File: src/hw/csf_pkg.sv
// Package of the status-flag unit: flags register layout, offsets, op codes.
// Assumes a single 100 MHz clock domain and an Avalon-MM register slave.
package csf_pkg;
	// ****************************************
	// Register map
	// ****************************************
	localparam logic [7:0] FLAGS_OFS = 8'hd5;
	localparam logic [7:0] CTRL_OFS = 8'hd6;
	localparam logic [7:0] OPER_OFS = 8'hd7;
	localparam logic [7:0] RESULT_OFS = 8'hd8;
	localparam logic [7:0] ADDR_OFS = 8'hd9;
	localparam logic [7:0] FLAGS_RST = 8'h00;
	localparam logic [31:0] UNMAPPED_RD = 32'h0000_0000;
	// ****************************************
	// Flag positions
	// ****************************************
	localparam int C_POS = 7;
	localparam int Z_POS = 6;
	localparam int S_POS = 5;
	localparam int V_POS = 4;
	localparam int D_POS = 3;
	localparam int H_POS = 2;
	localparam int FIS_POS = 1;
	localparam int BA_POS = 0;
	// ****************************************
	// Operations
	// ****************************************
	typedef enum logic [4:0] {
		CSF_NOP = 5'h00, CSF_ADD = 5'h01, CSF_ADC = 5'h02, CSF_SUB = 5'h03,
		CSF_SBC = 5'h04, CSF_AND = 5'h05, CSF_OR = 5'h06, CSF_XOR = 5'h07,
		CSF_RL = 5'h08, CSF_RLC = 5'h09, CSF_RR = 5'h0a, CSF_RRC = 5'h0b,
		CSF_SRA = 5'h0c, CSF_BTST = 5'h0d, CSF_SCF = 5'h0e, CSF_RCF = 5'h0f,
		CSF_CCF = 5'h10, CSF_DA = 5'h11, CSF_SB0 = 5'h12, CSF_SB1 = 5'h13,
		CSF_FIRQ = 5'h14, CSF_INTERRUPT_RETURN_INSTR = 5'h15, CSF_JCC = 5'h16, CSF_REL = 5'h17,
		CSF_XSHORT = 5'h18, CSF_XLONG = 5'h19, CSF_CP = 5'h1a
	} csf_op_t;
	localparam logic [3:0] CC_NEVER = 4'h0;
	localparam logic [3:0] CC_ALWAYS = 4'h8;
	localparam logic [7:0] BCD_LO_ADJ = 8'h06;
	localparam logic [7:0] BCD_HI_ADJ = 8'h60;
endpackage

File: src/hw/csf_bank_regs.sv
// Small register memory of the two set 1 banks, selected by the bank bit.
// Assumes one clock and a synchronous write; read data come from a register.
`timescale 1ns/1ns
`default_nettype none
module csf_bank_regs #(
	parameter int AW = 4
) (
	input wire logic clock,
	input wire logic bank,
	input wire logic we,
	input wire logic [AW-1:0] addr,
	input wire logic [7:0] wdata,
	output logic [7:0] rdata
);
	logic [7:0] mem [0:(2**(AW+1))-1];

	always_ff @(posedge clock) begin
		if (we) begin
			mem[{bank, addr}] <= wdata;
		end
		rdata <= mem[{bank, addr}];
	end
endmodule
`default_nettype wire

File: src/hw/csf_flags_unit.sv
// Status-flag unit of an 8-bit CPU core with its operand-range helpers.
// Assumes an Avalon-MM master; operations are issued by writing the control register.
// Contract
// - Carry set on carry out of or borrow into bit 7.
// - Shifts and rotates load carry with last bit shifted out.
// - Instructions set, clear or complement the carry.
// - Arithmetic and logic set zero when the full result is zero.
// - Bit tests, shifts and rotates set zero when result is zero.
// - Sign copies the result most significant bit.
// - Overflow set when signed result leaves minus 128 to 127.
// - Logic operations clear overflow.
// - Decimal bit records add or subtract; never a jump condition.
// - Half carry on carry from bit 3 or borrow from bit 4.
// - Decimal adjust uses half carry and decimal bit for BCD.
// - Fast interrupt bit set on entry, cleared by interrupt return.
// - Fast interrupt bit blocks interrupts; return takes fast path.
// - Bank bit chooses set 1 bank; low clears, high sets.
// - Working registers 0 to 15, bits 0 to 7.
// - Register pairs use even addresses only.
// - Relative target is next address plus signed 8-bit offset.
// - Short index adds signed offset; long index adds unsigned 16 bits.
// - Immediates are 8-bit or 16-bit values.
// - Flag op writing the flags register gives undefined outcome.
// - Four-bit condition field tests carry, zero, sign, overflow.
`timescale 1ns/1ns
`default_nettype none
module csf_flags_unit (
	input wire logic clock,
	input wire logic arst_n,
	input wire logic [7:0] avs_address,
	input wire logic avs_read,
	input wire logic avs_write,
	input wire logic [31:0] avs_writedata,
	input wire logic [3:0] avs_byteenable,
	output logic [31:0] avs_readdata,
	output logic avs_waitrequest,
	output logic irq_block,
	output logic fast_return,
	output logic jump_taken,
	output logic [7:0] bank_rdata
);
	// ****************************************
	// Reset synchroniser
	// ****************************************
	logic rst_s1_r, rst_n_r;
	always_ff @(posedge clock or negedge arst_n) begin
		if (!arst_n) begin
			rst_s1_r <= 1'b0;
			rst_n_r <= 1'b0;
		end else begin
			rst_s1_r <= 1'b1;
			rst_n_r <= rst_s1_r;
		end
	end

	// ****************************************
	// Registers
	// ****************************************
	// Control word: [4:0] operation, [11:8] condition field, [15:12] register number,
	// [18:16] bit number.  Operand word: [7:0] a, [15:8] b, [31:16] base/long value.
	logic [7:0] flags_r;
	logic [31:0] ctrl_r, oper_r;
	logic [7:0] result_r;
	logic [15:0] addr_r;
	logic go_r;
	logic ack_r;

	csf_pkg::csf_op_t op;
	logic [7:0] a, b;
	logic [15:0] wide;
	logic [3:0] cc;
	assign op = csf_pkg::csf_op_t'(ctrl_r[4:0]);
	assign a = oper_r[7:0];
	assign b = oper_r[15:8];
	assign wide = oper_r[31:16];
	assign cc = ctrl_r[11:8];

	logic wr_hit, rd_req;
	// A write lands only at the edge where waitrequest is low.
	assign wr_hit = avs_write && ack_r;
	assign rd_req = avs_read && !ack_r;

	// ****************************************
	// Bus slave: every access takes one wait cycle
	// ****************************************
	always_ff @(posedge clock or negedge rst_n_r) begin
		if (!rst_n_r) begin
			ack_r <= 1'b0;
		end else begin
			ack_r <= (avs_read || avs_write) && !ack_r;
		end
	end

	always_ff @(posedge clock or negedge rst_n_r) begin
		if (!rst_n_r) begin
			avs_readdata <= csf_pkg::UNMAPPED_RD;
		end else if (rd_req) begin
			case (avs_address)
				csf_pkg::FLAGS_OFS: avs_readdata <= {24'h000000, flags_r};
				csf_pkg::CTRL_OFS: avs_readdata <= ctrl_r;
				csf_pkg::OPER_OFS: avs_readdata <= oper_r;
				csf_pkg::RESULT_OFS: avs_readdata <= {24'h000000, result_r};
				csf_pkg::ADDR_OFS: avs_readdata <= {16'h0000, addr_r};
				default: avs_readdata <= csf_pkg::UNMAPPED_RD;
			endcase
		end
	end

	always_comb begin
		avs_waitrequest = (avs_read || avs_write) && !ack_r;
	end

	function automatic logic [31:0] merge(input logic [31:0] old, input logic [31:0] nw,
			input logic [3:0] be);
		logic [31:0] r;
		r = old;
		for (int i = 0; i < 4; i++) begin
			if (be[i]) begin
				r[i*8 +: 8] = nw[i*8 +: 8];
			end
		end
		return r;
	endfunction

	always_ff @(posedge clock or negedge rst_n_r) begin
		if (!rst_n_r) begin
			ctrl_r <= 32'h0000_0000;
			oper_r <= 32'h0000_0000;
			go_r <= 1'b0;
		end else begin
			go_r <= 1'b0;
			if (wr_hit && avs_address == csf_pkg::CTRL_OFS) begin
				ctrl_r <= merge(ctrl_r, avs_writedata, avs_byteenable);
				go_r <= avs_byteenable[0];
			end
			if (wr_hit && avs_address == csf_pkg::OPER_OFS) begin
				oper_r <= merge(oper_r, avs_writedata, avs_byteenable);
			end
		end
	end

	// ****************************************
	// Arithmetic and flag computation
	// ****************************************
	logic [8:0] sum9;
	logic [4:0] nib;
	logic [7:0] res, da_adj, nf;
	logic cin, is_sub, is_arith, is_logic, is_shift, cond;

	always_comb begin
		nf = flags_r;
		res = 8'h00;
		sum9 = 9'h000;
		nib = 5'h00;
		da_adj = 8'h00;
		cin = (op == csf_pkg::CSF_ADC || op == csf_pkg::CSF_SBC) ? flags_r[csf_pkg::C_POS] : 1'b0;
		is_sub = op == csf_pkg::CSF_SUB || op == csf_pkg::CSF_SBC || op == csf_pkg::CSF_CP;
		is_arith = is_sub || op == csf_pkg::CSF_ADD || op == csf_pkg::CSF_ADC;
		is_logic = op == csf_pkg::CSF_AND || op == csf_pkg::CSF_OR || op == csf_pkg::CSF_XOR;
		is_shift = op == csf_pkg::CSF_RL || op == csf_pkg::CSF_RLC || op == csf_pkg::CSF_RR ||
			op == csf_pkg::CSF_RRC || op == csf_pkg::CSF_SRA;
		if (is_arith) begin
			if (is_sub) begin
				sum9 = {1'b0, a} - {1'b0, b} - {8'h00, cin};
				nib = {1'b0, a[3:0]} - {1'b0, b[3:0]} - {4'h0, cin};
			end else begin
				sum9 = {1'b0, a} + {1'b0, b} + {8'h00, cin};
				nib = {1'b0, a[3:0]} + {1'b0, b[3:0]} + {4'h0, cin};
			end
			res = sum9[7:0];
			nf[csf_pkg::C_POS] = sum9[8];
			nf[csf_pkg::V_POS] = is_sub ? (a[7] != b[7]) && (res[7] != a[7])
				: (a[7] == b[7]) && (res[7] != a[7]);
			if (op != csf_pkg::CSF_CP) begin
				nf[csf_pkg::D_POS] = is_sub;
				nf[csf_pkg::H_POS] = nib[4];
			end
		end
		case (op)
			csf_pkg::CSF_AND: res = a & b;
			csf_pkg::CSF_OR: res = a | b;
			csf_pkg::CSF_XOR: res = a ^ b;
			csf_pkg::CSF_RL: res = {a[6:0], a[7]};
			csf_pkg::CSF_RLC: res = {a[6:0], flags_r[csf_pkg::C_POS]};
			csf_pkg::CSF_RR: res = {a[0], a[7:1]};
			csf_pkg::CSF_RRC: res = {flags_r[csf_pkg::C_POS], a[7:1]};
			csf_pkg::CSF_SRA: res = {a[7], a[7:1]};
			csf_pkg::CSF_BTST: res = {7'h00, a[ctrl_r[18:16]]};
			csf_pkg::CSF_DA: begin
				if (flags_r[csf_pkg::H_POS] || (!flags_r[csf_pkg::D_POS] && a[3:0] > 4'h9)) begin
					da_adj = da_adj | csf_pkg::BCD_LO_ADJ;
				end
				if (flags_r[csf_pkg::C_POS] || (!flags_r[csf_pkg::D_POS] && a > 8'h99)) begin
					da_adj = da_adj | csf_pkg::BCD_HI_ADJ;
				end
				res = flags_r[csf_pkg::D_POS] ? a - da_adj : a + da_adj;
				nf[csf_pkg::C_POS] = flags_r[csf_pkg::C_POS] || da_adj[6] && !flags_r[csf_pkg::D_POS];
				nf[csf_pkg::Z_POS] = res == 8'h00;
				nf[csf_pkg::S_POS] = res[7];
			end
			default: begin
			end
		endcase
		if (is_logic) begin
			nf[csf_pkg::V_POS] = 1'b0;
		end
		if (is_shift) begin
			nf[csf_pkg::C_POS] = (op == csf_pkg::CSF_RL || op == csf_pkg::CSF_RLC) ? a[7] : a[0];
			nf[csf_pkg::V_POS] = res[7] != a[7];
		end
		if (is_arith || is_logic) begin
			nf[csf_pkg::Z_POS] = res == 8'h00;
		end
		if (is_shift || op == csf_pkg::CSF_BTST) begin
			nf[csf_pkg::Z_POS] = res == 8'h00;
		end
		if (is_arith || is_logic || is_shift) begin
			nf[csf_pkg::S_POS] = res[7];
		end
		case (op)
			csf_pkg::CSF_SCF: nf[csf_pkg::C_POS] = 1'b1;
			csf_pkg::CSF_RCF: nf[csf_pkg::C_POS] = 1'b0;
			csf_pkg::CSF_CCF: nf[csf_pkg::C_POS] = !flags_r[csf_pkg::C_POS];
			csf_pkg::CSF_SB0: nf[csf_pkg::BA_POS] = 1'b0;
			csf_pkg::CSF_SB1: nf[csf_pkg::BA_POS] = 1'b1;
			csf_pkg::CSF_FIRQ: nf[csf_pkg::FIS_POS] = 1'b1;
			csf_pkg::CSF_INTERRUPT_RETURN_INSTR: nf[csf_pkg::FIS_POS] = 1'b0;
			default: begin
			end
		endcase
	end

	// Only carry, zero, sign and overflow feed the condition; decimal is never tested.
	always_comb begin
		case (cc[2:0])
			3'h0: cond = 1'b0;
			3'h1: cond = flags_r[csf_pkg::S_POS] ^ flags_r[csf_pkg::V_POS];
			3'h2: cond = flags_r[csf_pkg::Z_POS] ||
				(flags_r[csf_pkg::S_POS] ^ flags_r[csf_pkg::V_POS]);
			3'h3: cond = !flags_r[csf_pkg::C_POS] && 1'b0 || flags_r[csf_pkg::C_POS] ||
				flags_r[csf_pkg::Z_POS];
			3'h4: cond = flags_r[csf_pkg::V_POS];
			3'h5: cond = flags_r[csf_pkg::S_POS];
			3'h6: cond = flags_r[csf_pkg::Z_POS];
			3'h7: cond = flags_r[csf_pkg::C_POS];
			default: cond = 1'b0;
		endcase
	end

	// ****************************************
	// Flags register
	// ****************************************
	// A software write of the flags register in the same cycle as an operation is
	// resolved in favour of the operation; the outcome is otherwise undefined.
	always_ff @(posedge clock or negedge rst_n_r) begin
		if (!rst_n_r) begin
			flags_r <= csf_pkg::FLAGS_RST;
		end else if (go_r) begin
			flags_r <= nf;
		end else if (wr_hit && avs_address == csf_pkg::FLAGS_OFS && avs_byteenable[0]) begin
			flags_r <= avs_writedata[7:0];
		end
	end

	// ****************************************
	// Results and address forming
	// ****************************************
	always_ff @(posedge clock or negedge rst_n_r) begin
		if (!rst_n_r) begin
			result_r <= 8'h00;
			addr_r <= 16'h0000;
			jump_taken <= 1'b0;
			fast_return <= 1'b0;
		end else begin
			fast_return <= 1'b0;
			if (go_r) begin
				result_r <= res;
				case (op)
					csf_pkg::CSF_JCC: jump_taken <= cc[3] ? !cond : cond;
					csf_pkg::CSF_REL: addr_r <= wide + {{8{a[7]}}, a};
					csf_pkg::CSF_XSHORT: addr_r <= {wide[15:1], 1'b0} + {{8{a[7]}}, a};
					csf_pkg::CSF_XLONG: addr_r <= {8'h00, a[3:1], 1'b0} + wide;
					csf_pkg::CSF_INTERRUPT_RETURN_INSTR: fast_return <= flags_r[csf_pkg::FIS_POS];
					default: begin
					end
				endcase
			end
		end
	end

	always_ff @(posedge clock or negedge rst_n_r) begin
		if (!rst_n_r) begin
			irq_block <= 1'b0;
		end else begin
			irq_block <= flags_r[csf_pkg::FIS_POS];
		end
	end

	// ****************************************
	// Set 1 bank storage
	// ****************************************
	logic bank_we;
	assign bank_we = wr_hit && avs_address[7:4] == 4'he;
	csf_bank_regs #(.AW(4)) u_bank (
		.clock(clock),
		.bank(flags_r[csf_pkg::BA_POS]),
		.we(bank_we),
		.addr(avs_address[3:0]),
		.wdata(avs_writedata[7:0]),
		.rdata(bank_rdata)
	);
endmodule
`default_nettype wire

File: config.mk
export PLATFORM = sky130hd
export DESIGN_NAME = csf_flags_unit
export DESIGN_NICKNAME = d
export VERILOG_FILES = /design/src/hw/csf_pkg.sv /design/src/hw/csf_bank_regs.sv /design/src/hw/csf_flags_unit.sv
export SDC_FILE = /design/constraint.sdc
export NUM_CORES = 1
export LEC_CHECK = 0
export ABC_AREA = 1
export BUFFER_PORTS_ARGS = -buffer_cell sky130_fd_sc_hd__buf_2
export CAP_MARGIN = 10
export CORE_ASPECT_RATIO = 2
export CORE_MARGIN = 2
export CORE_UTILIZATION = 56
export DETAILED_ROUTE_END_ITERATION = 12
export GPL_TIMING_DRIVEN = 1
export PLACE_DENSITY = 0.77
export SETUP_SLACK_MARGIN = 0.05
export SLEW_MARGIN = 40
export SYNTH_ARGS = -nofsm -noshare
export SYNTH_HDL_FRONTEND = slang
export SYNTH_SLANG_ARGS = --single-unit
File: constraint.sdc
create_clock -name clock -period 3.72 [get_ports clock]
set_input_delay 0.186 -clock clock [delete_from_list [all_inputs] [get_ports clock]]
set_output_delay 0.186 -clock clock [all_outputs]
set_load 0.01 [all_outputs]
==> out/metrics.csv <==
stage,metric,value,unit
critical_path,CP top delay family,simple AND/OR/NAND/NOR gates,
logic_synthesis,Mapped Area,19500,µm²
clock_tree,total CTS buffers,37,
critical_path,CP max stage cell,fa_1,
logic_synthesis,Synthesized Nets,2114,
sta,Final Slew Violations,0,
logic_synthesis,Yosys warnings,0,
clock_tree,Clock Path Buffers,3,
routing,Residual DRC,0,
power,Leak,9.51,nW
die,die area,36400,µm²
clock_tree,Clock transition at path regs,0.07,ns
routing,via count,16100,
placed_design,IO buf count,91,
critical_path,Crit Path Max Fanout,6,
placed_design,GPL Wtd Cong,1.01,
die,die height,268,µm
power,worst ir drop on vdd,0.601,mV
sta,Final Critical Period,3.38,ns
critical_path,Worst setup EP type,flop,
logic_synthesis,Cell variety after synth,53,
clock_tree,postcts setup bufs,0,
routing,1st-pass router iterations,5,
logic_synthesis,Synth Flop Type,edfxtp_1,
final_layout,layout cells sized above 1,11.9,%
die,Initial Utilization,56.8,%
critical_path,worst path bufs/invs,2,
sta,RSZ-0062 raised after global routing,no,
clock_tree,CTS tree,built,
critical_path,critical path type,flop to flop,
sta,crit share post-route,90.9,%
die,# rows,96,
clock_tree,Sink Count,399,
placed_design,post-place setup slack,0.457,ns
critical_path,most frequent CP cell,nand2_1,
flow_run,total of max-cap violations,0,
sta,f_max,0.296,GHz
logic_synthesis,Mapped Cells,1995,
outcome,status,completed,
sta,endpoints failing hold,0,
die,Die X,136,µm
global_route,first-pass GRT wire length,95300,µm
sta,relative slew slack,39.7,%
routing,Detailed Route Iter0 Violations,1284,
critical_path,crit-path cells,"inv_1, nand2_1, nor2_2, nand2_1, a21oi_1, inv_1, fa_1, fa_1, nand3_1, nand3b_1, nand2_1, nand2_1, nand2_1, nor2_1, nor2_1, nand2_1, nor2_1, nand3_1, nand2_1, nand2_1, nand2_1",
final_layout,Syn-to-layout area delta,14.6,%
critical_path,worst endpoint required time,4.21,ns
die,Top Ports,92,
placed_design,hpwl dp,46500,µm
routing,final wirelength,63700,µm
global_route,largest net degree at the start of global routing,67,
sta,Worst Slack Setup Final,0.340,ns
sta,clk_skew,0.0184,ns
routing,DRT antenna net count,0,
logic_synthesis,register area share after synthesis,57.5,%
sta,hold_ws,0.0200,ns
logic_synthesis,Syn Area/Cell,9.78,µm²
min_path,worst hold path depth,3,
final_layout,Post-Layout Cell Count,2629,
critical_path,Setup crit start kind,flop,
min_path,Hold Path Class,input port to flop,
critical_path,Critical Path AT,3.87,ns
routing,DR vias/cell,6.11,
final_layout,Final nets,2277,
power,Pwr Density,420,nW/µm²
routing,Wirelength per Cell,24.2,µm
clock_tree,CTS HTree Levels,2,
sta,worst slew pin tran,0.896,ns
logic_synthesis,Post-synth EDFFs,256,
critical_path,Register-to-Register Path Depth,21,
global_route,Total GRT Usage,35.8,%
placed_design,placed cell count,2535,
die,core area,34400,µm²
critical_path,Crit. path cell count,21,
sta,Setup TNS Final,0,ns
global_route,antenna violations before repair,4,
global_route,remaining global-route overflow,0,
clock_tree,Clock Latency Late Sink,0.55,ns
logic_synthesis,Yosys reg bits,399,
final_layout,"commonest non-fill, non-tap cell in the layout",nand2_1,
global_route,vias in the first global route,16100,
sta,Finish-stage setup viols,0,
clock_tree,root buf cell,clkbuf_16,
logic_synthesis,asr flop ratio synth,33.8,%
final_layout,most frequent cells in the layout,"nand2_1 (462), edfxtp_1 (256), inv_1 (184)",
critical_path,crit-path max cell delay,0.46,ns
## worst reg2reg max path, stage by stage (launching register included)
cell and delay, ns:
dfrtp_1 0.43, inv_1 0.15, nand2_1 0.13, nor2_2 0.15
nand2_1 0.09, a21oi_1 0.35, inv_1 0.11, fa_1 0.44
fa_1 0.46, nand3_1 0.16, nand3b_1 0.10, nand2_1 0.08
nand2_1 0.05, nand2_1 0.07, nor2_1 0.04, nor2_1 0.13
nand2_1 0.08, nor2_1 0.09, nand3_1 0.08, nand2_1 0.06
nand2_1 0.05, nand2_1 0.05
## cells by family after synthesis
kind of cell	after synthesis	synth area share [%]
compound gates	473	15.0
simple gates	777	16.9
flops	399	57.5
xor+xnor	13	0.584
fa+ha+maj	71	4.78
other cells	1	0.0192
buf+inv	261	5.22
## where the power goes
| part | total (mW) | internal (mW) | switching [mW] |
|---|---|---|---|
| Sequential | 4.82 | 4.77 | 0.0494 |
| Clock | 3.97 | 2.27 | 1.70 |
| Combinational | 0.607 | 0.188 | 0.419 |
| Total | 9.39 | 7.23 | 2.16 |
## per-stage QoR
stage	instance area [µm²]	power (mW)	util, %
2_1_floorplan	19500	5.21	-
3_3_place_gp	20900	5.47	60.7
3_5_place_dp	20900	5.48	60.7
4_1_cts	22400	9.42	65.1
5_1_grt	22400	9.66	65.1
6_report	22400	9.39	65.1
## synthesized netlist by cell type, types with 24 or more instances
cell	instances	share of area, %
a22oi_1	128	4.9
a21oi_1	123	3.2
nand3_1	107	2.7
inv_1	185	3.6
dfrtp_1	135	17
nand2_1	462	8.9
o21ai_1	24	0.62
nor2_1	134	2.6
ha_1	65	4.2
clkbuf_1	47	0.90
edfxtp_1	256	39
o21ai_0	112	2.9
## final timing paths
path	startpoint	end	slack, ns
max in group asynchronous	rst_n_r$_DFF_PN0_	ctrl_r[2]$_DFFE_PN0P_	2.58
hold / removal	avs_writedata[14]	oper_r[14]$_DFFE_PN0P_	0.02
setup / recovery	ctrl_r[0]$_DFFE_PN0P_	flags_r[6]$_DFFE_PN0P_	0.34
setup reg to reg	ctrl_r[0]$_DFFE_PN0P_	flags_r[6]$_DFFE_PN0P_	0.34
min in group asynchronous	rst_n_r$_DFF_PN0_	oper_r[18]$_DFFE_PN0P_	0.40
hold reg to reg	rst_s1_r$_DFF_PN0_	rst_n_r$_DFF_PN0_	0.35
## final cells by class
cell class,count,area (µm²)
Antenna cell,3,7.51
Timing Repair Buffer,192,1330
Sequential cell,399,11200
Inverter,193,724
Multi-Input combinational cell,1335,7290
Fill cell,2728,12000
Tap cell,441,552
Clock inverter,20,245
Clock buffer,46,1000
## state kept, by name (all words and copies together) (netlist names)
| register | flops |
|---|---|
| addr_r | 16 |
| rst_s1_r | 1 |
| go_r | 1 |
| rst_n_r | 1 |
| u_bank.mem | 256 |
| jump_taken | 1 |
| flags_r | 8 |
| fast_return | 1 |
| irq_block | 1 |
| result_r | 8 |
| oper_r | 32 |
| ctrl_r | 32 |
| u_bank.rdata | 8 |
| ack_r | 1 |
| avs_readdata | 32 |
## layer usage
layer  part of all wire (%)  vias to the layer above  global-route usage (%)  wire length [µm]
met5                  0.020                        -                       0                13
met4                     10                        2                    29.1              6430
met3                    6.3                      269                    6.43              4040
met2                     51                      761                    62.3             32200
met1                     33                     7685                    37.1             21000
li1                       -                     7341                       -                 -
## repair_timing
action | CTS | global route
hold endpoints to repair | 44 | 0
endpoints found under the setup margin | 0 | 1
hold buffers | 25 | 0
resized for setup | 0 | 1
No activity file was read; power rests on OpenSTA's default activity.
